$ cat config.mk
export PLATFORM = sky130hd
export DESIGN_NAME = swb_core
export DESIGN_NICKNAME = d
export VERILOG_FILES = /design/src/hdl/swb_pkg.sv /design/src/hdl/swb_core.sv
export SDC_FILE = /design/constraint.sdc
export NUM_CORES = 1
export LEC_CHECK = 0
export ABC_CLOCK_PERIOD_IN_PS = 7500
export BUFFER_PORTS_ARGS = -buffer_cell sky130_fd_sc_hd__clkbuf_2
export CORE_UTILIZATION = 59
export CTS_CLUSTER_DIAMETER = 200
export CTS_CLUSTER_SIZE = 10
export DETAILED_ROUTE_END_ITERATION = 8
export PLACE_DENSITY = 0.86
export SYNTH_ARGS = -nofsm -noshare
export SYNTH_HDL_FRONTEND = slang
export SYNTH_SLANG_ARGS = --single-unit
$ cat constraint.sdc
create_clock -name pclk -period 7.5 [get_ports pclk]
set_input_delay 0 -clock pclk [delete_from_list [all_inputs] [get_ports pclk]]
set_output_delay 0 -clock pclk [all_outputs]
set_load 0.03 [all_outputs]
$ cat src/hdl/swb_pkg.sv
// Shared constants for the serial wakeup, break and status block.
// Assumes a 32-bit APB host with an 8-bit byte address.
package swb_pkg;

  // ----------------------------------------------------------------
  // Register offsets
  // ----------------------------------------------------------------
  localparam logic [7:0] OFS_CTRL = 8'h00;
  localparam logic [7:0] OFS_STAT = 8'h04;
  localparam logic [7:0] OFS_DATA = 8'h08;
  localparam logic [7:0] OFS_CFG  = 8'h0C;
  localparam logic [7:0] OFS_IST  = 8'h10;
  localparam logic [7:0] OFS_IMSK = 8'h14;

  // ----------------------------------------------------------------
  // Field positions
  // ----------------------------------------------------------------
  localparam int CTL_TXON   = 3;
  localparam int CTL_STBY   = 1;
  localparam int CTL_BRK    = 0;
  localparam int ST_TX_BUFFER_EMPTY    = 7;
  localparam int ST_TC      = 6;
  localparam int ST_RX_BUFFER_FULL    = 5;
  localparam int CFG_WAKE   = 0;
  localparam int CFG_NINE   = 1;
  localparam int CFG_TXB8   = 2;
  localparam int IRQ_TX_BUFFER_EMPTY   = 0;
  localparam int IRQ_TC     = 1;
  localparam int IRQ_RX_BUFFER_FULL   = 2;
  localparam int IRQ_WAKE   = 3;
  localparam int IRQ_W      = 4;

  // ----------------------------------------------------------------
  // Reset values and timing
  // ----------------------------------------------------------------
  localparam logic [7:0] CTRL_RST = 8'h00;
  localparam logic [2:0] CFG_RST  = 3'h0;
  localparam int         BIT_CYC  = 16;
  localparam int         FRM_SHORT = 10;
  localparam int         FRM_LONG  = 11;

  typedef enum logic {TX_IDLE, TX_SHIFT} swb_tx_e;

endpackage : swb_pkg

$ cat src/hdl/swb_core.sv
// Serial receiver standby/wakeup, break queuing and first status flags.
// Assumes an external receive shifter that pulses rx_char_valid and
// rx_idle_line; the transmit shifter and bit timer are held here.
`timescale 1ns/100ps
`default_nettype none
module swb_core
  import swb_pkg::*;
#(
  parameter int BIT_CYCLES = BIT_CYC
) (
  // Clock and reset
  input  wire logic        pclk,
  input  wire logic        presetn,
  input  wire logic        ce,
  // APB slave
  input  wire logic        psel,
  input  wire logic        penable,
  input  wire logic        pwrite,
  input  wire logic [7:0]  paddr,
  input  wire logic [31:0] pwdata,
  output var  logic [31:0] prdata,
  output var  logic        pready,
  output var  logic        pslverr,
  // Receive shifter side
  input  wire logic        rx_char_valid,
  input  wire logic [8:0]  rx_char,
  input  wire logic        rx_idle_line,
  // Serial transmit pin
  output var  logic        tx_out,
  output var  logic        tx_oe,
  // Interrupt
  output var  logic        irq
);

  // Bit timer is 16 bits wide; zero would wrap the bit end count to 16'hFFFF, a 65536-cycle bit
  if (BIT_CYCLES < 1 || BIT_CYCLES > 65535) begin : g_bad_bit_cycles
    $error("BIT_CYCLES out of range");
  end

  // ----------------------------------------------------------------
  // Bus decode
  // ----------------------------------------------------------------
  wire logic acc     = ce & psel & penable;
  wire logic wr      = acc & pwrite;
  wire logic rd      = acc & ~pwrite;
  wire logic hit_ctl = (paddr == OFS_CTRL);
  wire logic hit_st  = (paddr == OFS_STAT);
  wire logic hit_dat = (paddr == OFS_DATA);
  wire logic hit_cfg = (paddr == OFS_CFG);
  wire logic hit_ist = (paddr == OFS_IST);
  wire logic hit_msk = (paddr == OFS_IMSK);
  wire logic mapped  = hit_ctl | hit_st | hit_dat | hit_cfg | hit_ist | hit_msk;
  assign pready  = 1'b1;
  assign pslverr = psel & penable & ~mapped;

  // ----------------------------------------------------------------
  // State
  // ----------------------------------------------------------------
  logic            txon_q, stby_q, brk_q;
  logic [2:0]      cfg_q;
  logic            tx_buffer_empty_q, tc_q, rx_buffer_full_q;
  logic            arm_tx_buffer_empty_q, arm_tc_q, arm_rx_buffer_full_q;
  logic [7:0]      txbuf_q, rxbuf_q;
  logic            pre_pend_q, brk_pend_q;
  swb_tx_e         tx_st_q;
  logic [10:0]     sh_q;
  logic [3:0]      nbit_q;
  logic [15:0]     tim_q;
  logic [IRQ_W-1:0] ist_q, msk_q;
  logic [31:0]     prdata_q;

  wire logic       nine     = cfg_q[CFG_NINE];
  wire logic [3:0] frm_len  = nine ? 4'(FRM_LONG) : 4'(FRM_SHORT);
  wire logic       wr_ctl   = wr & hit_ctl;
  wire logic       wr_dat   = wr & hit_dat;
  wire logic       rd_dat   = rd & hit_dat;
  wire logic       rd_st    = rd & hit_st;
  wire logic       te_rise  = wr_ctl & pwdata[CTL_TXON] & ~txon_q;
  wire logic       brk_wr1  = wr_ctl & pwdata[CTL_BRK];

  // ----------------------------------------------------------------
  // Receiver standby and wakeup
  // ----------------------------------------------------------------
  wire logic msb     = nine ? rx_char[8] : rx_char[7];
  wire logic wake_ev = stby_q & (cfg_q[CFG_WAKE]
                         ? (rx_char_valid & msb)
                         : rx_idle_line);
  // Standby discards characters; the address mark that wakes is kept
  wire logic rx_take = rx_char_valid & ~rx_buffer_full_q & (~stby_q | wake_ev);
  wire logic stby_d  = wr_ctl ? pwdata[CTL_STBY]
                              : (stby_q & ~wake_ev);

  // ----------------------------------------------------------------
  // Transmitter
  // ----------------------------------------------------------------
  wire logic tx_busy  = (tx_st_q == TX_SHIFT);
  wire logic bit_end  = tx_busy & (tim_q == 16'(BIT_CYCLES - 1));
  wire logic frm_end  = bit_end & (nbit_q == frm_len - 4'd1);
  wire logic tx_free  = ~tx_busy | frm_end;
  wire logic pre_pend = pre_pend_q | te_rise;
  // A held break bit keeps the queue full so back-to-back breaks follow
  wire logic brk_pend = brk_pend_q | brk_wr1 | brk_q;
  wire logic go_pre   = txon_q & tx_free & pre_pend;
  wire logic go_brk   = txon_q & tx_free & ~pre_pend & brk_pend;
  wire logic go_dat   = txon_q & tx_free & ~pre_pend & ~brk_pend & ~tx_buffer_empty_q;
  wire logic go_any   = go_pre | go_brk | go_dat;
  wire logic [10:0] dat_frm = {1'b1, nine ? cfg_q[CFG_TXB8] : 1'b1, txbuf_q, 1'b0};
  wire logic [10:0] ld_frm  = go_pre ? 11'h7FF : (go_brk ? 11'h000 : dat_frm);

  // ----------------------------------------------------------------
  // Status flags
  // ----------------------------------------------------------------
  // Set wins over the clear sequence for every flag
  wire logic tx_buffer_empty_clr = arm_tx_buffer_empty_q & wr_dat;
  wire logic tx_buffer_empty_d   = go_dat | (tx_buffer_empty_q & ~tx_buffer_empty_clr);
  wire logic tc_clr   = arm_tc_q & (wr_dat | te_rise | brk_wr1);
  wire logic busy_d   = go_any | (tx_busy & ~frm_end);
  wire logic brk_q_d  = wr_ctl ? pwdata[CTL_BRK] : brk_q;
  wire logic tc_set   = tx_buffer_empty_d & ~busy_d & ~(pre_pend & ~go_pre)
                        & ~brk_q_d & ~((brk_pend_q | brk_wr1) & ~go_brk);
  wire logic tc_d     = tc_set | (tc_q & ~tc_clr);
  wire logic rx_buffer_full_clr = arm_rx_buffer_full_q & rd_dat;
  wire logic rx_buffer_full_d   = rx_take | (rx_buffer_full_q & ~rx_buffer_full_clr);
  wire logic [7:0] stat = {tx_buffer_empty_q, tc_q, rx_buffer_full_q, 5'h00};

  wire logic [IRQ_W-1:0] ev = {wake_ev, rx_take, tc_set & ~tc_q, go_dat};
  wire logic [IRQ_W-1:0] ist_d = ev | (ist_q & ~((wr & hit_ist) ? pwdata[IRQ_W-1:0] : '0));

  wire logic [31:0] rd_mux =
      hit_ctl ? {28'h0000_000, txon_q, 1'b0, stby_q, brk_q} :
      hit_st  ? {24'h00_0000, stat} :
      hit_dat ? {24'h00_0000, rxbuf_q} :
      hit_cfg ? {29'h000_0000, cfg_q} :
      hit_ist ? {28'h0000_000, ist_q} :
      hit_msk ? {28'h0000_000, msk_q} : 32'h0000_0000;

  // ----------------------------------------------------------------
  // Registers
  // ----------------------------------------------------------------
  always_ff @(posedge pclk or negedge presetn) begin
    if (!presetn) begin
      txon_q <= CTRL_RST[CTL_TXON];
      stby_q <= CTRL_RST[CTL_STBY];
      brk_q  <= CTRL_RST[CTL_BRK];
      cfg_q  <= CFG_RST;
      msk_q  <= '0;
      ist_q  <= '0;
    end else if (ce) begin
      if (wr_ctl) begin
        txon_q <= pwdata[CTL_TXON];
        brk_q  <= pwdata[CTL_BRK];
      end
      stby_q <= stby_d;
      if (wr & hit_cfg) begin
        cfg_q <= pwdata[2:0];
      end
      if (wr & hit_msk) begin
        msk_q <= pwdata[IRQ_W-1:0];
      end
      ist_q <= ist_d;
    end
  end

  // Status register takes no write path at all
  always_ff @(posedge pclk or negedge presetn) begin
    if (!presetn) begin
      tx_buffer_empty_q     <= 1'b1;
      tc_q       <= 1'b1;
      rx_buffer_full_q     <= 1'b0;
      arm_tx_buffer_empty_q <= 1'b0;
      arm_tc_q   <= 1'b0;
      arm_rx_buffer_full_q <= 1'b0;
    end else if (ce) begin
      tx_buffer_empty_q     <= tx_buffer_empty_d;
      tc_q       <= tc_d;
      rx_buffer_full_q     <= rx_buffer_full_d;
      arm_tx_buffer_empty_q <= tx_buffer_empty_d & ((rd_st & prdata_q[ST_TX_BUFFER_EMPTY]) | (arm_tx_buffer_empty_q & ~tx_buffer_empty_clr));
      arm_tc_q   <= tc_d & ((rd_st & prdata_q[ST_TC]) | (arm_tc_q & ~tc_clr));
      arm_rx_buffer_full_q <= rx_buffer_full_d & ((rd_st & prdata_q[ST_RX_BUFFER_FULL]) | (arm_rx_buffer_full_q & ~rx_buffer_full_clr));
    end
  end

  always_ff @(posedge pclk or negedge presetn) begin
    if (!presetn) begin
      txbuf_q <= 8'h00;
      rxbuf_q <= 8'h00;
    end else if (ce) begin
      if (wr_dat) begin
        txbuf_q <= pwdata[7:0];
      end
      if (rx_take) begin
        rxbuf_q <= rx_char[7:0];
      end
    end
  end

  always_ff @(posedge pclk or negedge presetn) begin
    if (!presetn) begin
      pre_pend_q <= 1'b0;
      brk_pend_q <= 1'b0;
    end else if (ce) begin
      pre_pend_q <= pre_pend & ~go_pre;
      brk_pend_q <= (brk_pend_q | brk_wr1) & ~go_brk;
    end
  end

  always_ff @(posedge pclk or negedge presetn) begin
    if (!presetn) begin
      tx_st_q <= TX_IDLE;
      sh_q    <= 11'h7FF;
      nbit_q  <= 4'd0;
      tim_q   <= 16'h0000;
    end else if (ce) begin
      case (tx_st_q)
        TX_IDLE: begin
          if (go_any) begin
            tx_st_q <= TX_SHIFT;
            sh_q    <= ld_frm;
            nbit_q  <= 4'd0;
            tim_q   <= 16'h0000;
          end
        end
        TX_SHIFT: begin
          if (frm_end && go_any) begin
            sh_q   <= ld_frm;
            nbit_q <= 4'd0;
            tim_q  <= 16'h0000;
          end else if (frm_end) begin
            tx_st_q <= TX_IDLE;
            sh_q    <= 11'h7FF;
          end else if (bit_end) begin
            sh_q   <= {1'b1, sh_q[10:1]};
            nbit_q <= nbit_q + 4'd1;
            tim_q  <= 16'h0000;
          end else begin
            tim_q <= tim_q + 16'h0001;
          end
        end
        default: tx_st_q <= TX_IDLE;
      endcase
    end
  end

  always_ff @(posedge pclk or negedge presetn) begin
    if (!presetn) begin
      prdata_q <= 32'h0000_0000;
    end else if (ce && psel && !penable && !pwrite) begin
      prdata_q <= rd_mux;
    end
  end

  // ----------------------------------------------------------------
  // Outputs
  // ----------------------------------------------------------------
  assign prdata = prdata_q;
  assign tx_out = tx_busy ? sh_q[0] : 1'b1;
  // Pin stays driven until a frame in flight ends after disable
  assign tx_oe  = txon_q | tx_busy;
  assign irq    = |(ist_q & msk_q);
endmodule : swb_core
`default_nettype wire

# Word-level counts from Yosys, hierarchy flattened
# Cells that the tools add are included.
# classes
muxes	35
bitwise	99
add_sub_neg	3
reduce_logical	16
eq_ne	11
# op_table
cell	count
11-bit 2-to-1 mux	6
16-bit 2-to-1 mux	4
1-bit AND	52
4-bit 2-to-1 mux	8
16-bit case mux with 2 select lines	1
8-bit 2-to-1 mux	3
1-bit bitwise OR	22
11-bit case mux with 2 select lines	1
1-bit inverter	21
16-bit by 1-bit adder with 16-bit output (second input constant)	1
16-bit by 4-bit equality test with 1-bit output (second input constant)	1
8-bit by 4-bit equality test with 1-bit output (second input constant)	2
8-bit by 5-bit equality test with 1-bit output (second input constant)	2
1-bit 2-to-1 mux	10
2-bit AND reduction	5
4-bit AND	2
8-bit by 3-bit equality test with 1-bit output (second input constant)	1
8-bit zero test	1
4-bit case mux with 2 select lines	1
3-bit AND reduction	2
4-bit by 1-bit adder with 4-bit output (second input constant)	1
4-bit equality test	1
1-bit logical AND	4
4-bit by 1-bit != test with 1-bit output (second input constant)	1
other kinds (10)	11
# totals
in_bits	57
output_inout_bits	37
reg_bits	102
elab_cells	185

# Depth between registers and ports, before layout
# depth
depth_word	20
mapped_depth	8
ltp_nobuf	7

# Worst setup path before layout
# OpenSTA, ideal clock, no wires.
# synth_path
kind	reg-to-reg
from	register tim_q[7]
to	register arm_tc_q
stages_incl_launch_ff	8
arrival_time_ps	2520
slack_ps	4901
path_cell_list	dfrtp_1 > or4_1 > or4_1 > o21a_1 > buf_2 > a211o_1 > a211oi_2 > a2bb2oi_1
# synth_between
elab_chain_cells	17
word_cells_on_any_way	29
classes_between	eq/ne: 1; bitwise: 28
# synth_lines
element	line	source
start, declared	swb_core.sv:68	logic [15:0] tim_q;
start signal, assigned	swb_core.sv:236	tim_q <= tim_q + 16'h0001;
16-bit by 4-bit equality test with 1-bit output (*)	swb_core.sv:97	wire logic bit_end = tx_busy & (tim_q == 16'(BIT_CYCLES - 1));
1-bit AND (*)	swb_core.sv:97	
1-bit AND (*)	swb_core.sv:98	wire logic frm_end = bit_end & (nbit_q == frm_len - 4'd1);
1-bit bitwise OR	swb_core.sv:99	wire logic tx_free = ~tx_busy | frm_end;
1-bit AND	swb_core.sv:103, swb_core.sv:104, swb_core.sv:105	
1-bit AND	swb_core.sv:104, swb_core.sv:105	
1-bit AND (on tied branches)	swb_core.sv:104, swb_core.sv:105	
1-bit bitwise OR / 1-bit AND (equally long branches)	swb_core.sv:106, swb_core.sv:105	
1-bit bitwise OR	swb_core.sv:106	wire logic go_any = go_pre | go_brk | go_dat;
1-bit bitwise OR	swb_core.sv:117	wire logic busy_d = go_any | (tx_busy & ~frm_end);
1-bit inverter	swb_core.sv:119	wire logic tc_set = tx_buffer_empty_d & ~busy_d & ~(pre_pend & ~go_pre)
1-bit AND (2 in series)	swb_core.sv:119	
1-bit AND	swb_core.sv:120	& ~brk_q_d & ~((brk_pend_q | brk_wr1) & ~go_brk);
1-bit AND (*)	swb_core.sv:120	
1-bit bitwise OR (*)	swb_core.sv:121	wire logic tc_d = tc_set | (tc_q & ~tc_clr);
1-bit AND (*)	swb_core.sv:178	arm_tc_q <= tc_d & ((rd_st & prdata_q[ST_TC]) | (arm_tc_q & ~tc_clr));
end signal, assigned	swb_core.sv:178	
end, declared	swb_core.sv:62	logic arm_tx_buffer_empty_q, arm_tc_q, arm_rx_buffer_full_q;
# Mark *: on every way between the ends. The rest lies on a longest branch, timed or not.
# A chain may end at the register's enable or synchronous reset.

# Final worst setup path
# layout_path
from	register tim_q[7]
to	register sh_q[6]
# layout_between
elab_chain_cells	12
word_cells_on_any_way	22
classes_between	eq/ne: 3; mux: 6; bitwise: 11; reduce/logical: 2
# layout_lines
element	line	source
16-bit by 4-bit equality test with 1-bit output (*)	swb_core.sv:97	
1-bit AND (*)	swb_core.sv:97	
1-bit AND	swb_core.sv:98	
1-bit bitwise OR	swb_core.sv:99	
1-bit AND	swb_core.sv:103, swb_core.sv:104, swb_core.sv:105	
1-bit AND	swb_core.sv:104, swb_core.sv:105	
1-bit AND (on tied branches)	swb_core.sv:104, swb_core.sv:105	
1-bit bitwise OR / 1-bit AND (equally long branches)	swb_core.sv:106, swb_core.sv:105	
1-bit bitwise OR	swb_core.sv:106	
1-bit logical AND	swb_core.sv:224	if (frm_end && go_any) begin
4-bit by 1-bit != test with 1-bit output (no line) / 11-bit 2-to-1 mux (equally long branches)	--	
3-bit AND reduction (no line) / 11-bit case mux with 2 select lines (equally long branches)	--	
end signal, assigned	swb_core.sv:218	sh_q <= ld_frm;
end signal, assigned	swb_core.sv:225	sh_q <= ld_frm;
end signal, assigned	swb_core.sv:232	sh_q <= {1'b1, sh_q[10:1]};
end, declared	swb_core.sv:66	logic [10:0] sh_q;
# Mark *: on every way between the ends. The rest lies on a longest branch, timed or not. The select of a mux whose other input is x is not followed.

==> flow_metrics.py <==
metrics = {
    "outcome": {
        "outcome": "finished clean",
    },
    "clock_network": {
        "cts_tree": "yes",
        "clk_latency_ps": 370,
        "clk_pin_slew_ps": 100,
        "cts_buffers": 9,
        "post_cts_buffers": 0,
        "clockBufferDepth": 2,
        "numClockSinks": 78,
        "cts_max_level": 3,
        "clock-root-buffer": "clkbuf_8",
        "cts_resized": 0,
    },
    "cells_and_area": {
        "final-instance-count-excl-fill": 585,
        "area_growth_pct": 13.4,
        "fin_util": 0.697,
        "layout-drive-gt1-share": 0.227,
        "n_antenna_cell": 0,
        "finalInstanceArea_um2": 4760,
        "nets": 543,
    },
    "placed_design": {
        "place_ws_ps": 4390,
        "place_area_um2": 4400,
        "place.gp.congestion": 0.888,
        "hpwl_mm": 6.61,
        "port_buffers": 44,
        "dp.cells": 553,
    },
    "floorplan": {
        "coreArea_um2": 6830,
        "die_w_um": 86.3,
        "io_pins": 94,
        "row_count": 30,
        "die_area_um2": 7450,
        "start_util": 0.614,
        "die_height_um": 86.3,
    },
    "setup_path": {
        "cp_top_family": "simple AND/OR/NAND/NOR gates",
        "slowest_delay_ps": 560,
        "start_kind": "flop",
        "path_buf_inv": 0,
        "cp_max_fo": 10,
        "critPathRequiredTime_ps": 7800,
        "slowest_stage": "or4_1",
        "cp_data_arrival_time_ps": 3310,
        "crit_chain": "or4_1, or4_1, o21ai_1, nand3_1, a21oi_1, o31ai_1",
        "worstSetupPathType": "reg -> reg",
        "endpoint_kind": "flop",
        "r2r_slack_ps": 4490,
        "critical_path.most_common_cell": "or4_1",
    },
    "detailed_routing": {
        "wirelength_mm": 9.82,
        "routed_via_density": 6.04,
        "ant_nets": 0,
        "first_iter_violations": 381,
        "vias": 3532,
        "drc_errors": 0,
        "wl_per_cell_um": 16.8,
        "dr.pass1.iters": 5,
    },
    "yosys": {
        "syn_inst": 430,
        "ys.warnings.count": 0,
        "ys_seq_area_frac": 0.469,
        "synth_top_cell_area_share": 0.388,
        "post-synth-top-area-cell": "dfrtp_1",
        "synth_cell_types": 57,
        "synthArstFlopShare": 1.00,
        "synth-edff-count": 0,
        "ys.flop_type": "dfrtp_1",
        "ys_ff_latch": 78,
        "syn_area_per_cell_um2": 9.76,
        "yosysMostFrequentCell": "dfrtp_1",
        "synth_area_um2": 4200,
        "synth_area_leaders": "dfrtp_1, dfstp_2, mux2_2, buf_4, nand2_1",
        "synthTopCellsByCount": "dfrtp_1, nand2_1, nor2_1",
    },
    "sta": {
        "fin_hold_ws_ps": 6.19,
        "finalHoldViolCount": 0,
        "maxSlewViolCount": 0,
        "setup_tns_ps": 0,
        "skew_ps": 14.5,
        "rsz0062_at_grt": "false",
        "period_share": 0.402,
        "fin_crit_ps": 3010,
        "finalSetupViolCount": 0,
        "fmax_mhz": 332,
        "max_slew_margin": 0.311,
        "fin_ws_ps": 4490,
        "worst_pin_slew_ps": 1020,
    },
    "global_route": {
        "antenna_found_initial": 0,
        "grt_pass1_vias": 3539,
        "grt_max_degree": 79,
        "gr-usage-all-layers": 0.285,
        "overflow": 0,
        "grt_pass1_wl_mm": 16.4,
    },
    "pwr": {
        "peakVddDrop_mv": 0.176,
        "switchingPower_mw": 0.334,
        "seqPwrFrac": 0.506,
        "powerDensity_nw_per_um2": 222,
        "cellLeakagePower_nw": 2.08,
        "pwr-share-clk": 0.318,
        "internal_power_mw": 0.722,
        "p_comb_frac": 0.177,
        "swShare": 0.316,
        "finalPower_mw": 1.06,
    },
    "hold_path": {
        "hold_path_class": "in -> reg",
    },
    "flow_run": {
        "drv_cap": 0,
    },
}
[power by group through the flow]
| stage | clock network [mW] | logic (mW) | registers, mW |
|---|---|---|---|
| 6_report | 0.336 | 0.187 | 0.535 |
| 5_1_grt | 0.353 | 0.207 | 0.543 |
| 4_1_cts | 0.333 | 0.186 | 0.533 |
| 3_5_place_dp | 0 | 0.180 | 0.541 |
| 3_3_place_gp | 0 | 0.171 | 0.536 |
| 2_1_floorplan | 0 | 0.128 | 0.541 |
[layout by cell type (no fill, tap or decap), types with 3 or more instances in the layout]
cell / instances
dfrtp_1: 65
clkbuf_2: 43
nand2_1: 41
nor2_1: 34
a21oi_1: 28
conb_1: 25
o21ai_0: 24
mux2_2: 24
inv_1: 17
dlygate4sd3_1: 16
o31ai_1: 14
dfstp_2: 13
nand3_1: 12
mux2i_1: 9
clkbuf_8: 9
or4_1: 8
xor2_1: 7
nand2b_1: 6
o211ai_1: 6
or3_1: 5
nor3_1: 5
nand4_1: 4
and2_1: 4
o2111ai_1: 4
buf_4: 4
a22oi_1: 3
o21ai_1: 3
a32oi_1: 3
o22ai_1: 3
o21a_1: 3
a32o_1: 3
and3_1: 3
[registers in the layout, indices dropped and copies added (netlist names)]
register and flops:
arm_rx_buffer_full_q 1, brk_pend_q 1, nbit_q 4, rx_buffer_full_q 1, tim_q 16, tx_busy 1
arm_tx_buffer_empty_q 1, stby_q 1, prdata 8, cfg_q 3, pre_pend_q 1, tx_buffer_empty_q 1
ist_q 4, sh_q 11, txon_q 1, brk_q 1, txbuf_q 8, tc_q 1
msk_q 4, rxbuf_q 8, arm_tc_q 1
[area by class of cell]
class                           instances  area, um2
Timing Repair Buffer                   63        405
Tap cell                               96        120
Inverter                               17       63.8
Multi-Input combinational cell        315       2000
Sequential cell                        78       1970
Clock buffer                            9        124
Clock inverter                          7       80.1
Fill cell                             509       2070
[worst paths after layout]
check / start / to / cells after the start
hold reg to reg: sh_q[8] / sh_q[8] / 2
min in group asynchronous: presetn / tim_q[12] / 2
hold / removal: pwrite / prdata[7] / 3
max in group asynchronous: presetn / tim_q[13] / 2
setup reg to reg: tim_q[7] / sh_q[6] / 6
setup / recovery: tim_q[7] / sh_q[6] / 6
[worst register-to-register path, stage by stage (launching register included)]
cell and delay [ps]:
dfrtp_1 490, or4_1 560, or4_1 560, o21ai_1 460, nand3_1 420, a21oi_1 360
o31ai_1 110
[cell families (layout without fill, tap and decap cells)]
logic type / count (synthesis) / count (layout) / share of synthesized area
flops: 78 / 78 / 0.469
mux: 33 / 33 / 0.0859
other cells: 2 / 25 / 0.00179
simple gates: 136 / 136 / 0.162
xor+xnor: 8 / 8 / 0.0167
compound gates: 111 / 111 / 0.182
fa+ha+maj: 2 / 2 / 0.00596
buf+inv: 60 / 96 / 0.0769
[metal layers]
layer | up-vias | GRT usage | wire length [um]
li1 | 1611 | - | -
met1 | 1696 | 0.365 | 4110
met2 | 188 | 0.468 | 4730
met3 | 37 | 0.0562 | 644
met4 | 0 | 0.132 | 331
met5 | - | 0 | 0
[what timing repair did]
| item | 4_1_cts | 5_1_grt |
|---|---|---|
| endpoints found under the setup margin | 0 | 0 |
| hold buffers | 16 | 0 |
| hold endpoints to repair | 88 | 0 |
(Power assumes the default switching activity.)
